<file path="config.mk">
export PLATFORM = sky130hd
export DESIGN_NAME = trig_sync_ctrl
export DESIGN_NICKNAME = d
export VERILOG_FILES = /design/src/hdl/trig_channel.v /design/src/hdl/trig_sync_ctrl.v
export VERILOG_INCLUDE_DIRS = /design/src /design/src/hdl
export SDC_FILE = /design/constraint.sdc
export NUM_CORES = 1
export LEC_CHECK = 0
export BUFFER_PORTS_ARGS = -buffer_cell sky130_fd_sc_hd__buf_2
export CAP_MARGIN = 30
export CELL_PAD_IN_SITES_DETAIL_PLACEMENT = 0
export CELL_PAD_IN_SITES_GLOBAL_PLACEMENT = 1
export CORE_MARGIN = 3
export CORE_UTILIZATION = 48
export CTS_BUF_LIST = sky130_fd_sc_hd__clkbuf_16
export CTS_CLUSTER_SIZE = 8
export DETAILED_ROUTE_END_ITERATION = 12
export PLACE_DENSITY_LB_ADDON = 0.1
export SYNTH_ARGS = -nofsm -noshare
export SYNTH_HDL_FRONTEND = slang
export SYNTH_SLANG_ARGS = --single-unit
export TNS_END_PERCENT = 50
</file>
<file path="constraint.sdc">
create_clock -name clk_i -period 2.95 [get_ports clk_i]
set_input_delay 0.885 -clock clk_i [delete_from_list [all_inputs] [get_ports clk_i]]
set_output_delay 0.885 -clock clk_i [all_outputs]
set_load 0.01 [all_outputs]
</file>
<file path="src/hdl/trig_sync_consts.vh">
// Constants for the PWM synchronous sampling-trigger controller.
`ifndef TRIG_SYNC_CONSTS_VH
`define TRIG_SYNC_CONSTS_VH
// ----------------------------------------------------------------------------
// Register byte addresses
// ----------------------------------------------------------------------------
`define ADDR_CMP0 8'h00
`define ADDR_CMP1 8'h04
`define ADDR_CMP2 8'h08
`define ADDR_CMP3 8'h0C
`define ADDR_CTRL 8'h10
`define ADDR_SYNC 8'h14
`define ADDR_OMODE 8'h18
`define ADDR_RSEL 8'h1C
// ----------------------------------------------------------------------------
// Field layouts and codes
// ----------------------------------------------------------------------------
`define CTRL_W 16
`define CH_FIELD_W 4
`define MODE_W 3
`define ASYNC_BIT 3
`define CMP_STRIDE 8'h04
`define CMP_SINGLE 16'h0001
`define MODE_OFF 3'h0
`define MODE_DOWN 3'h1
`define MODE_UP 3'h2
`define MODE_BOTH 3'h3
`define MODE_PEAK 3'h4
`define MODE_BOT 3'h5
`define MODE_PB 3'h6
`define TS_CHAN 2'h0
`define TS_BOT 2'h1
`define TS_PEAK 2'h2
`define TS_PB 2'h3
`define OMODE_PASS_BIT 0
`define OMODE_VAR_BIT 1
`define RSEL_LAST 3'h5
`define RESP_OKAY 2'h0
`define RESP_SLVERR 2'h2
`endif

</file>
<file path="src/hdl/trig_channel.v">
// One compare channel: double-buffered compare value and match-mode trigger logic.
`timescale 1ns/10ps
`include "trig_sync_consts.vh"
module trig_channel #(
  parameter CW = 16
) (
  input wire clk_i,
  input wire rst_b_i,
  input wire [2:0] match_mode_i,
  input wire async_update_i,
  input wire [1:0] update_timing_i,
  input wire pwm_enable_i,
  input wire sawtooth_i,
  input wire carrier_peak_i,
  input wire carrier_bottom_i,
  input wire count_down_i,
  input wire [CW-1:0] counter_i,
  input wire wr_i,
  input wire [CW-1:0] wdata_i,
  output wire [CW-1:0] first_stage_o,
  output wire trigger_o
);
  reg [CW-1:0] stage1_ff;
  reg [CW-1:0] stage2_ff;
  reg pend_ff;
  reg [CW-1:0] last_cnt_ff;
  reg seen_ff;
  reg edge_pb;
  reg load_now;
  reg fire;
  wire match;
  wire up_dir;
  wire carrier_edge;
  wire single_cmp;
  localparam [CW-1:0] SINGLE_CMP = `CMP_SINGLE;

  // ----------------------------------------------------------------------------
  // Transfer timing
  // ----------------------------------------------------------------------------
  // With sawtooth the either-edge update collapses to the peak only.
  always @*
  begin
    edge_pb = sawtooth_i ? carrier_peak_i : (carrier_peak_i | carrier_bottom_i);
    load_now = 1'b0;
    if (!pwm_enable_i || async_update_i)
      load_now = 1'b1;
    else
      case (update_timing_i)
        `TS_BOT: load_now = carrier_bottom_i;
        `TS_PEAK: load_now = carrier_peak_i;
        `TS_PB: load_now = edge_pb;
        default:
          case (match_mode_i)
            `MODE_DOWN: load_now = carrier_peak_i;
            `MODE_UP: load_now = carrier_bottom_i;
            `MODE_BOTH: load_now = edge_pb;
            default: load_now = 1'b1;
          endcase
      endcase
  end

  // Writes land in the first stage; a pending flag remembers a sync transfer.
  always @(posedge clk_i or negedge rst_b_i)
  begin
    if (!rst_b_i)
    begin
      stage1_ff <= {CW{1'b0}};
      stage2_ff <= {CW{1'b0}};
      pend_ff <= 1'b0;
    end
    else
    begin
      if (wr_i)
        stage1_ff <= wdata_i;
      if (wr_i && load_now)
        stage2_ff <= wdata_i;
      else if (pend_ff && load_now)
        stage2_ff <= stage1_ff;
      if (wr_i)
        pend_ff <= !load_now;
      else if (load_now)
        pend_ff <= 1'b0;
    end
  end

  // ----------------------------------------------------------------------------
  // Trigger generation
  // ----------------------------------------------------------------------------
  // A counter parked on the compare value for several clocks fires only once.
  assign match = (counter_i == stage2_ff) && !(seen_ff && last_cnt_ff == counter_i);
  // Sawtooth counts up only, so any match counts as up-count.
  assign up_dir = sawtooth_i || !count_down_i;
  assign carrier_edge = carrier_peak_i | carrier_bottom_i;
  // A compare of one sits beside the bottom on both slopes of a triangle; count it once.
  assign single_cmp = !sawtooth_i && (stage2_ff == SINGLE_CMP);

  always @*
  begin
    case (match_mode_i)
      `MODE_DOWN: fire = match && (sawtooth_i || count_down_i);
      `MODE_UP: fire = match && up_dir;
      `MODE_BOTH: fire = match && !(single_cmp && count_down_i);
      `MODE_PEAK: fire = carrier_peak_i;
      `MODE_BOT: fire = sawtooth_i ? carrier_peak_i : carrier_bottom_i;
      `MODE_PB: fire = sawtooth_i ? carrier_peak_i : carrier_edge;
      default: fire = 1'b0;
    endcase
  end

  // Remember the previous count and whether it matched, so a dwell does not repeat the pulse.
  always @(posedge clk_i or negedge rst_b_i)
  begin
    if (!rst_b_i)
    begin
      last_cnt_ff <= {CW{1'b0}};
      seen_ff <= 1'b0;
    end
    else
    begin
      last_cnt_ff <= counter_i;
      seen_ff <= (counter_i == stage2_ff);
    end
  end

  assign first_stage_o = stage1_ff;
  assign trigger_o = fire;
endmodule // trig_channel

</file>
<file path="src/hdl/trig_sync_ctrl.v">
// PWM synchronous sampling-trigger controller with an AXI4-Lite register slave.
`timescale 1ns/10ps
`include "trig_sync_consts.vh"
module trig_sync_ctrl #(
  parameter CW = 16
) (
  input wire clk_i,
  input wire rst_b_i,
  input wire [7:0] s_axi_awaddr_i,
  input wire s_axi_awvalid_i,
  output wire s_axi_awready_o,
  input wire [31:0] s_axi_wdata_i,
  input wire [3:0] s_axi_wstrb_i,
  input wire s_axi_wvalid_i,
  output wire s_axi_wready_o,
  output wire [1:0] s_axi_bresp_o,
  output wire s_axi_bvalid_o,
  input wire s_axi_bready_i,
  input wire [7:0] s_axi_araddr_i,
  input wire s_axi_arvalid_i,
  output wire s_axi_arready_o,
  output wire [31:0] s_axi_rdata_o,
  output wire [1:0] s_axi_rresp_o,
  output wire s_axi_rvalid_o,
  input wire s_axi_rready_i,
  input wire [CW-1:0] pwm_counter_i,
  input wire count_down_i,
  input wire carrier_peak_i,
  input wire carrier_bottom_i,
  input wire pwm_enable_i,
  input wire sawtooth_i,
  input wire duty_update_i,
  input wire emergency_protection_i,
  output reg [5:0] trigger_line_o
);
  // ----------------------------------------------------------------------------
  // Register state
  // ----------------------------------------------------------------------------
  reg [`CTRL_W-1:0] ctrl_ff;
  reg [1:0] timing_ff;
  reg [1:0] omode_ff;
  reg [2:0] rsel_buf_ff;
  reg [2:0] rsel_act_ff;
  reg aw_ff;
  reg w_ff;
  reg [7:0] awaddr_ff;
  reg [31:0] wdata_ff;
  reg [3:0] wstrb_ff;
  reg bvalid_ff;
  reg [1:0] bresp_ff;
  reg rvalid_ff;
  reg [31:0] rdata_ff;
  reg [1:0] rresp_ff;
  reg [5:0] nxt_trig;
  reg [31:0] nxt_rdata;
  wire do_write;
  wire full_word;
  wire wr_ctrl;
  wire wr_sync;
  wire wr_omode;
  wire wr_rsel;
  wire var_mode;
  wire pass_in_protect;
  wire [CW-1:0] cmp_rd [0:3];
  wire [3:0] ch_trig;
  wire gate_open;

  // Address decode shared by read and write paths.
  // Offsets above the last register or off a word boundary are refused.
  function known_addr;
    input [7:0] a;
    begin
      known_addr = (a[1:0] == 2'h0) && (a <= `ADDR_RSEL);
    end
  endfunction

  // ----------------------------------------------------------------------------
  // AXI4-Lite write path
  // ----------------------------------------------------------------------------
  // Address and data are captured independently, in either order.
  assign s_axi_awready_o = !aw_ff && !bvalid_ff;
  assign s_axi_wready_o = !w_ff && !bvalid_ff;
  // One response slot only: while it is full both channels stall, so no write is lost.
  assign do_write = aw_ff && w_ff && !bvalid_ff;
  // Compare halves written separately would be unsafe, so partial writes to them are dropped.
  assign full_word = (wstrb_ff[1:0] == 2'h3);

  // ----------------------------------------------------------------------------
  // Write decode
  // ----------------------------------------------------------------------------
  // Narrow registers take only byte lane 0; other lanes are ignored, not refused.
  // The decode is shared so the register process stays a plain list of updates.
  assign wr_ctrl = do_write && (awaddr_ff == `ADDR_CTRL);
  assign wr_sync = do_write && (awaddr_ff == `ADDR_SYNC) && wstrb_ff[0];
  assign wr_omode = do_write && (awaddr_ff == `ADDR_OMODE) && wstrb_ff[0];
  assign wr_rsel = do_write && (awaddr_ff == `ADDR_RSEL) && wstrb_ff[0];

  // The response rises one clock after both halves are held and stands until bready.
  // Holding each half in its own flag lets the master offer them in either order.
  always @(posedge clk_i or negedge rst_b_i)
  begin
    if (!rst_b_i)
    begin
      aw_ff <= 1'b0;
      w_ff <= 1'b0;
      awaddr_ff <= 8'h00;
      wdata_ff <= 32'h0000_0000;
      wstrb_ff <= 4'h0;
      bvalid_ff <= 1'b0;
      bresp_ff <= `RESP_OKAY;
    end
    else
    begin
      if (s_axi_awvalid_i && s_axi_awready_o)
      begin
        aw_ff <= 1'b1;
        awaddr_ff <= s_axi_awaddr_i;
      end
      if (s_axi_wvalid_i && s_axi_wready_o)
      begin
        w_ff <= 1'b1;
        wdata_ff <= s_axi_wdata_i;
        wstrb_ff <= s_axi_wstrb_i;
      end
      if (do_write)
      begin
        aw_ff <= 1'b0;
        w_ff <= 1'b0;
        bvalid_ff <= 1'b1;
        bresp_ff <= known_addr(awaddr_ff) ? `RESP_OKAY : `RESP_SLVERR;
      end
      else if (bvalid_ff && s_axi_bready_i)
        bvalid_ff <= 1'b0;
    end
  end
  assign s_axi_bvalid_o = bvalid_ff;
  assign s_axi_bresp_o = bresp_ff;

  // Control registers; narrow fields only take their low byte lane.
  // Reserved bits are not stored, so they always read back as zero.
  always @(posedge clk_i or negedge rst_b_i)
  begin
    if (!rst_b_i)
    begin
      ctrl_ff <= {`CTRL_W{1'b0}};
      timing_ff <= `TS_CHAN;
      omode_ff <= 2'h0;
      rsel_buf_ff <= 3'h0;
    end
    else
    begin
      if (wr_ctrl && wstrb_ff[0])
        ctrl_ff[7:0] <= wdata_ff[7:0];
      if (wr_ctrl && wstrb_ff[1])
        ctrl_ff[15:8] <= wdata_ff[15:8];
      if (wr_sync)
        timing_ff <= wdata_ff[1:0];
      if (wr_omode)
        omode_ff <= wdata_ff[1:0];
      if (wr_rsel)
        rsel_buf_ff <= wdata_ff[2:0];
    end
  end

  // Route selector second stage follows the duty-compare update strobe, or copies every clock while PWM is disabled.
  // Staging keeps a mid-period change from moving a trigger already under way.
  always @(posedge clk_i or negedge rst_b_i)
  begin
    if (!rst_b_i)
      rsel_act_ff <= 3'h0;
    else if (!pwm_enable_i)
      rsel_act_ff <= rsel_buf_ff;
    else if (duty_update_i)
      rsel_act_ff <= rsel_buf_ff;
  end

  // ----------------------------------------------------------------------------
  // AXI4-Lite read path
  // ----------------------------------------------------------------------------
  assign s_axi_arready_o = !rvalid_ff;

  // Read mux; unmapped or unaligned offsets read as zero and answer with an error.
  always @*
  begin
    case (s_axi_araddr_i)
      `ADDR_CMP0: nxt_rdata = {16'h0000, cmp_rd[0]};
      `ADDR_CMP1: nxt_rdata = {16'h0000, cmp_rd[1]};
      `ADDR_CMP2: nxt_rdata = {16'h0000, cmp_rd[2]};
      `ADDR_CMP3: nxt_rdata = {16'h0000, cmp_rd[3]};
      `ADDR_CTRL: nxt_rdata = {16'h0000, ctrl_ff};
      `ADDR_SYNC: nxt_rdata = {30'h0000_0000, timing_ff};
      `ADDR_OMODE: nxt_rdata = {30'h0000_0000, omode_ff};
      `ADDR_RSEL: nxt_rdata = {29'h0000_0000, rsel_buf_ff};
      default: nxt_rdata = 32'h0000_0000;
    endcase
  end

  // The answer is held in flip-flops so it stands unchanged until rready.
  // A new address is refused meanwhile, so one read at most is under way.
  always @(posedge clk_i or negedge rst_b_i)
  begin
    if (!rst_b_i)
    begin
      rvalid_ff <= 1'b0;
      rdata_ff <= 32'h0000_0000;
      rresp_ff <= `RESP_OKAY;
    end
    else if (s_axi_arvalid_i && !rvalid_ff)
    begin
      rvalid_ff <= 1'b1;
      rresp_ff <= known_addr(s_axi_araddr_i) ? `RESP_OKAY : `RESP_SLVERR;
      rdata_ff <= nxt_rdata;
    end
    else if (rvalid_ff && s_axi_rready_i)
      rvalid_ff <= 1'b0;
  end
  assign s_axi_rvalid_o = rvalid_ff;
  assign s_axi_rdata_o = rdata_ff;
  assign s_axi_rresp_o = rresp_ff;

  // ----------------------------------------------------------------------------
  // Compare channels
  // ----------------------------------------------------------------------------
  // Each channel decodes its own compare offset; the offsets lie one word apart.
  // The timer events fan out to all four channels unchanged, so they stay aligned.
  genvar g;
  generate
    for (g = 0; g < 4; g = g + 1)
    begin : chan
      localparam [31:0] CMP_OFS = `ADDR_CMP0 + `CMP_STRIDE * g;
      trig_channel #(.CW(CW)) trig_channel_inst (
        .clk_i(clk_i),
        .rst_b_i(rst_b_i),
        .match_mode_i(ctrl_ff[g*`CH_FIELD_W +: `MODE_W]),
        .async_update_i(ctrl_ff[g*`CH_FIELD_W + `ASYNC_BIT]),
        .update_timing_i(timing_ff),
        .pwm_enable_i(pwm_enable_i),
        .sawtooth_i(sawtooth_i),
        .carrier_peak_i(carrier_peak_i),
        .carrier_bottom_i(carrier_bottom_i),
        .count_down_i(count_down_i),
        .counter_i(pwm_counter_i),
        .wr_i(do_write && full_word && awaddr_ff == CMP_OFS[7:0]),
        .wdata_i(wdata_ff[CW-1:0]),
        .first_stage_o(cmp_rd[g]),
        .trigger_o(ch_trig[g])
      );
    end
  endgenerate

  // ----------------------------------------------------------------------------
  // Output routing and protection gating
  // ----------------------------------------------------------------------------
  // Triggers are blocked while protection is active unless software lets them pass.
  assign var_mode = omode_ff[`OMODE_VAR_BIT];
  assign pass_in_protect = omode_ff[`OMODE_PASS_BIT];
  assign gate_open = !emergency_protection_i || pass_in_protect;

  // Fixed mode maps channel n to line n; variable mode steers channel 0 alone.
  // Gating acts after routing, so a blocked trigger is lost, not delayed.
  always @*
  begin
    nxt_trig = 6'h00;
    if (!var_mode)
      nxt_trig = {2'b00, ch_trig};
    else if (rsel_act_ff <= `RSEL_LAST)
      nxt_trig[rsel_act_ff] = ch_trig[0];
    if (!gate_open)
      nxt_trig = 6'h00;
  end

  // Registered outputs; each channel raises at most one clock per event.
  // Registering costs a clock of latency but keeps glitches off the lines.
  always @(posedge clk_i or negedge rst_b_i)
  begin
    if (!rst_b_i)
      trigger_line_o <= 6'h00;
    else
      trigger_line_o <= nxt_trig;
  end
endmodule // trig_sync_ctrl

</file>
==> flow_metrics.py, run 1 <==
metrics = {
    "sta": {
        "finalSetupTns_ns": 0,
        "worst_slew_margin_rel": 0.4296,
        "finalClockSkew_ns": 0.01814,
        "rsz0062_at_grt": "false",
        "setup_violations": 0,
        "maxSlewViolCount": 0,
        "worst_slew_pin_slew_ns": 0.8534,
        "layout_min_cycle_time_ns": 2.473,
        "fin_crit_sh": 0.8381,
        "fmax_mhz": 404.4,
        "hold_viol_final": 0,
        "worst_slack_ns": 0.4775,
    },
    "critical_path": {
        "cp_cell_sequence": "nand3b_4 > nor4_4 > and2b_4 > nand2_8 > a21boi_4 > mux2_2",
        "reg2reg_depth": 6,
        "cpMaxStageDelayCell": "a21boi_4",
        "cp-startpoint": "s_axi_bvalid_o$_DFFE_PN0P_",
        "cp-end-kind": "flop",
        "r2r_end": "chan[0].trig_channel_inst.stage2_ff[5]$_DFFE_PN0P_",
        "critPathMaxStageDelay_ns": 0.68,
        "crit_arrival_ns": 2.86,
        "startpoint_type": "flop",
        "path_buf_inv": 0,
        "r2r_slack_ns": 0.48,
        "r2r_start": "s_axi_bvalid_o$_DFFE_PN0P_",
        "crit_path_max_fanout": 16,
        "required_ns": 3.34,
        "critPathTopFamily": "simple AND/OR/NAND/NOR gates",
        "path_class": "flop to flop",
    },
    "clocking": {
        "cts_resized": 0,
        "cts_tree": "yes",
        "cts.path.max_buffers": 3,
        "post-cts-setup-buffers": 0,
        "clk_latency_ns": 0.52,
        "cts_root_buffer": "clkbuf_16",
        "hold_buffers": 0,
        "numCtsBuffers": 35,
        "clock-sinks": 232,
        "clkTransAtPathRegs_ns": 0.06,
        "h-tree-depth": 2,
    },
    "route": {
        "vias": 7259,
        "vias_per_cell": 5.689,
        "wl_um": 30440,
        "drtPass1Iterations": 5,
        "ant_nets": 0,
        "wl_per_cell_um": 23.86,
        "drt_iter0_markers": 437,
        "route.detailed.drc": 0,
    },
    "die": {
        "initial_utilization": 0.4906,
        "die_y_um": 158.6,
        "die_w_um": 158.6,
        "io_pins": 129,
        "core_region_area_sq_mm": 0.02278,
        "die_area_sq_mm": 0.02515,
        "rows": 55,
    },
    "worst_hold_path": {
        "holdCritPathClass": "primary input to async pin",
    },
    "logic_synthesis": {
        "synthFlopType": "dfrtp_1",
        "ys_types": 68,
        "syn_avg_cell_area_sq_um": 13.27,
        "ys_ff_latch": 232,
        "synth_area_sq_mm": 0.01118,
        "synth_cells": 842,
        "synth_edf_count": 0,
        "yosysWarnings": 0,
        "synth-async-reset-ratio": 1.000,
        "ys_seq_area_frac": 0.5195,
    },
    "cells_and_area": {
        "nets": 1041,
        "area_growth_pct": 15.73,
        "diodes": 0,
        "regArea_sq_mm": 0.005806,
        "fill_cells": 1848,
        "multiInputGateArea_sq_mm": 0.004949,
        "drive_gt1_frac": 0.3790,
    },
    "global_routing": {
        "grtUsageTotal": 0.2507,
        "gr-total-overflow": 0,
        "grt_pass1_wl_um": 46950,
        "antenna_found_initial": 2,
        "grt_pass1_vias": 7754,
        "grt_max_degree": 65,
    },
    "placed_design": {
        "post-place-ws_ns": 0.03793,
        "dp_hpwl_um": 22360,
        "gp_congestion": 0.9397,
        "portBuffers": 92,
    },
    "power": {
        "p_leak_nw": 6.088,
        "peakVddDrop_mv": 0.4270,
        "p_total_mw": 8.402,
        "power_density_mw_per_mm2": 649.6,
    },
    "run_status": {
        "status": "complete, no violations",
    },
    "flow_run": {
        "max_cap_viol_count": 0,
    },
}
-- state kept, by name (all words and copies together), names as in the netlist --
register	flops
s_axi_bvalid_o	1
chan.trig_channel_inst.stage2_ff	64
chan.trig_channel_inst.pend_ff	4
awaddr_ff	8
ctrl_ff	16
omode_ff	2
chan.trig_channel_inst.seen_ff	4
w_ff	1
s_axi_bresp_o	1
chan.trig_channel_inst.last_cnt_ff	16
aw_ff	1
s_axi_rresp_o	1
wstrb_ff	2
wdata_ff	16
trigger_line_o	6
timing_ff	2
rsel_act_ff	3
chan.trig_channel_inst.first_stage_o	64
rsel_buf_ff	3
s_axi_rdata_o	16
s_axi_rvalid_o	1
-- how the worst max path moves through the flow --
stage                                                                     to  cells after the start
after detailed placement  chan[0].trig_channel_inst.stage2_ff[5]$_DFFE_PN0P_                      7
final                     chan[0].trig_channel_inst.stage2_ff[5]$_DFFE_PN0P_                      6
after global placement    chan[0].trig_channel_inst.stage2_ff[3]$_DFFE_PN0P_                      7
after CTS                 chan[0].trig_channel_inst.stage2_ff[2]$_DFFE_PN0P_                      6
after global routing      chan[0].trig_channel_inst.stage2_ff[2]$_DFFE_PN0P_                      6
after floorplan                                  trigger_line_o[1]$_DFF_PN0_                      7
-- area by class of cell --
cell class                 count  share of cell area
inverter                      11            0.003192
clock buffer                  35             0.06772
timing repair buffer         128             0.06404
sequential                   232              0.4489
multi-input combinational    551              0.3826
clock inverter                 6            0.003289
tap                          313             0.03028
-- layer usage --
layer	wire length [um]	GRT usage
met1	13420	0.3477
met2	14130	0.4042
met3	2016	0.04485
met4	848	0.07866
met5	26	0
-- synthesized netlist by cell type, types with 3 or more instances --
cell	number	share of area
dfrtp_1	232	0.52
mux2_2	124	0.12
xnor2_1	77	0.060
nand2_1	38	0.013
mux2_4	36	0.048
o21ai_0	31	0.014
buf_4	23	0.015
nand4_1	22	0.012
mux2_1	20	0.020
buf_2	19	0.0085
nand3_1	16	0.0072
nor4_1	16	0.0090
nor2_1	14	0.0047
a22oi_1	13	0.0087
mux4_2	13	0.026
a21oi_1	11	0.0049
clkbuf_1	11	0.0037
inv_1	10	0.0034
buf_6	9	0.0091
nor2b_1	9	0.0050
mux2i_1	8	0.0072
nor3_1	8	0.0036
and3_1	5	0.0028
nand2b_1	5	0.0028
a21o_1	3	0.0020
a222oi_1	3	0.0027
nand3b_1	3	0.0020
or2_1	3	0.0017
or2_2	3	0.0017
xnor2_2	3	0.0044
xor2_1	3	0.0024
-- power by group --
group	switching [mW]	internal (mW)
clock network	1.36	2.10
logic	0.493	0.520
registers	0.435	3.49
total	2.29	6.11
-- cells in the final DEF, fill, tap and decap left out, types with 5 or more instances in the layout --
cell type / n
buf_12: 7
dfrtp_1: 232
nor3_1: 8
mux2_1: 20
o21ai_0: 31
mux4_2: 13
nand2b_1: 5
mux2i_1: 8
nor4_1: 16
conb_1: 18
nand3_1: 16
mux2_4: 36
xnor2_1: 77
nor2b_1: 9
and3_1: 5
clkbuf_16: 35
a22oi_1: 13
inv_1: 12
nor2_1: 14
nand4_1: 22
buf_2: 91
buf_4: 29
nand2_1: 38
a21oi_1: 11
mux2_2: 124
-- stage by stage --
| step | hold slack (ns) | cell area, sq um | cells | utilization |
|---|---|---|---|---|
| detailed placement | 0.4736 | 12020 | 1235 | 0.5275 |
| floorplan | 0.4861 | 11240 | 859 | - |
| global placement | 0.4610 | 12020 | 1235 | 0.5275 |
| finish | 0.3380 | 12930 | 1276 | 0.5678 |
| global route | 0.3773 | 12930 | 1276 | 0.5678 |
| CTS | 0.3530 | 12930 | 1276 | 0.5678 |
-- kinds of logic after synthesis --
logic type                count (synthesis)  share of synthesized area
AOI/OAI and AO/OA                        89                    0.05867
xor gates and xnor gates                 83                    0.06706
buffers and inverters                    76                    0.04344
DFF                                     232                     0.5195
muxes                                   201                     0.2268
other                                     1                  0.0003355
and+or+nand+nor                         160                    0.08419
(Power assumes the default switching activity.)
==> run 2, diff against run 1 <==
- CORE_UTILIZATION: 48 -> 44
- clock period: 2.95 -> 2.25 ns (I/O delays scaled with it)
==> run 2 against run 1 <==
  * The flow now finishes with violations (negative setup slack)
  * Sequential power is 31% higher
  * Combinational power rose by 45%
  * Non-clock buffer count up 54
  * Register-to-register slack worse by 0.49 ns
  * Die area grew 8.7%
  * Highest routed layer is now met4
==> flow_metrics.py, run 2 (synthesis gave the netlist of run 1 again) <==
metrics = {
    "power": {
        "p_comb_frac": 0.131,
        "p_seq_frac": 0.459,
        "peakVddDrop_mv": 0.6243,
        "p_total_mw": 11.20,
        "intPower_mw": 8.163,
        "p_sw_mw": 3.032,
        "power_density_mw_per_mm2": 814.2,
        "p_leak_nw": 6.459,
        "p_clk_frac": 0.410,
        "switching_share": 0.2709,
    },
    "global_routing": {
        "grt_pass1_wl_um": 46680,
        "use_met3": 0.04390,
        "grt_max_degree": 62,
        "grt_pass1_vias": 7734,
        "grtUsageTotal": 0.2280,
        "gr-total-overflow": 0,
        "antenna_found_initial": 0,
        "grtUsageMet2": 0.3545,
        "grtUsageMet1": 0.3289,
        "top_usage_layer": "met2",
    },
    "critical_path": {
        "crit_path_max_fanout": 8,
        "r2r_end": "chan[3].trig_channel_inst.stage2_ff[7]$_DFFE_PN0P_",
        "cp_cell_sequence": "nand3b_4 > nor4_4 > and3_4 > buf_12 > a2bb2oi_4 > clkbuf_16 > mux2_2",
        "startpoint_type": "flop",
        "reg2reg_depth": 7,
        "crit_arrival_ns": 2.65,
        "cpMaxStageDelayCell": "dfrtp_1",
        "r2r_start": "w_ff$_DFFE_PN0P_",
        "cp-end-kind": "flop",
        "r2r_slack_ns": -0.01,
        "required_ns": 2.64,
        "path_class": "flop to flop",
        "critPathTopFamily": "simple AND/OR/NAND/NOR gates",
        "cp-startpoint": "w_ff$_DFFE_PN0P_",
        "critPathMaxStageDelay_ns": 0.43,
        "path_buf_inv": 2,
    },
    "sta": {
        "fmax_mhz": 442.1,
        "fin_crit_sh": 1.005,
        "finalClockSkew_ns": 0.01971,
        "setup_violations": 1,
        "finalSetupTns_ns": -0.01214,
        "rsz0062_at_grt": "true",
        "hold_viol_final": 0,
        "worst_slack_ns": -0.01214,
        "maxSlewViolCount": 0,
        "worst_slew_margin_rel": 0.5633,
        "layout_min_cycle_time_ns": 2.262,
        "worst_slew_pin_slew_ns": 0.6535,
    },
    "cells_and_area": {
        "nets": 1095,
        "area_growth_pct": 23.03,
        "diodes": 0,
        "final_common_cell": "dfrtp_1",
        "instances_no_fill": 1341,
        "final_cell_mix": "dfrtp_1, mux2_2, buf_2, xnor2_1, mux2_4",
        "drive_gt1_frac": 0.4228,
    },
    "clocking": {
        "numCtsBuffers": 35,
        "clk_latency_ns": 0.51,
        "cts_tree": "yes",
        "clkTransAtPathRegs_ns": 0.05,
        "h-tree-depth": 2,
        "clock-sinks": 232,
        "hold_buffers": 0,
        "cts_root_buffer": "clkbuf_16",
        "cts.path.max_buffers": 3,
    },
    "die": {
        "io_pins": 129,
        "die_w_um": 165.4,
        "initial_utilization": 0.4542,
        "die_area_sq_mm": 0.02735,
        "core_region_area_sq_mm": 0.02460,
        "rows": 57,
        "die_y_um": 165.4,
    },
    "route": {
        "route.detailed.drc": 0,
        "drtPass1Iterations": 5,
        "drt_iter0_markers": 504,
        "wl_um": 31720,
        "vias_per_cell": 5.556,
        "vias": 7450,
        "wl_per_cell_um": 23.65,
        "ant_nets": 0,
    },
    "placed_design": {
        "place_inst": 1283,
        "gp_congestion": 0.9686,
        "dp_hpwl_um": 22710,
        "portBuffers": 92,
    },
    "run_status": {
        "status": "finished, violations left",
        "violations": "negative setup slack",
    },
    "flow_run": {
        "max_cap_viol_count": 0,
    },
    "worst_hold_path": {
        "holdCritPathClass": "primary input to async pin",
    },
}
run 2: cell types whose count changed in the layout (fill, tap and decap cells not counted), moves of 2 or more:
cell,previous run,this run
buf_4,29,66
mux2_4,36,72
mux2_2,124,94
buf_12,7,16
clkbuf_16,35,41
mux2_1,20,14
buf_6,0,3
and3_1,5,3
and3_4,0,2
inv_6,3,1
run 2: metrics by stage:
stage,hold WS (ns),utilization,area [sq um],setup WS [ns]
floorplan,0.3794,-,11240,0.05476
global placement,0.4594,0.5032,12380,-0.2852
detailed placement,0.4663,0.5032,12380,-0.3525
CTS,0.1373,0.5415,13320,0.002412
global route,0.1543,0.5588,13750,-0.07892
finish,0.1355,0.5588,13750,-0.01214
run 2: cell type report:
class                           count  area (sq um)
Clock buffer                       36         900.9
Clock inverter                      5         41.29
Fill cell                        2023         10860
Inverter                           11         41.29
Multi-Input combinational cell    551          5110
Sequential cell                   232          5806
Tap cell                          324         405.4
Timing Repair Buffer              182          1445
run 2: worst register-to-register path, cell delays in order, from the launching register on:
cell and delay [ns]:
dfrtp_1 0.43, nand3b_4 0.11, nor4_4 0.37, and3_4 0.30, buf_12 0.14, a2bb2oi_4 0.24, clkbuf_16 0.22, mux2_2 0.34
run 2: worst max path at each step:
stage | cells after the start | to | slack (ns)
6_report | 7 | chan[3].trig_channel_inst.stage2_ff[7]$_DFFE_PN0P_ | -0.01
5_1_grt | 7 | chan[3].trig_channel_inst.stage2_ff[7]$_DFFE_PN0P_ | -0.08
2_1_floorplan | 7 | trigger_line_o[1]$_DFF_PN0_ | 0.05
3_5_place_dp | 8 | trigger_line_o[1]$_DFF_PN0_ | -0.35
3_3_place_gp | 8 | trigger_line_o[1]$_DFF_PN0_ | -0.29
4_1_cts | 7 | chan[0].trig_channel_inst.stage2_ff[2]$_DFFE_PN0P_ | 0.002
run 2: routing by layer:
| layer | up-vias | wire, um | part of all wire |
|---|---|---|---|
| li1 | 3323 | - | - |
| met1 | 3835 | 14620 | 0.46 |
| met2 | 234 | 14560 | 0.46 |
| met3 | 58 | 1768 | 0.056 |
| met4 | 0 | 771 | 0.024 |
| met5 | - | 0 | 0 |
run 2: what timing repair did:
action	4_1_cts	5_1_grt
buffers inserted	0	11
pin swaps	1	9
endpoints found under the setup margin	1	67
resized for setup	0	44
cloned	0	6
hold endpoints to repair	0	0
run 2: power by group through the flow:
stage	logic (mW)	registers [mW]	clock network, mW
after floorplan	0.973	4.95	0
after global placement	1.38	5.16	0
after detailed placement	1.43	5.19	0
after CTS	1.44	5.12	4.68
after global routing	1.60	5.21	4.86
final	1.46	5.14	4.59
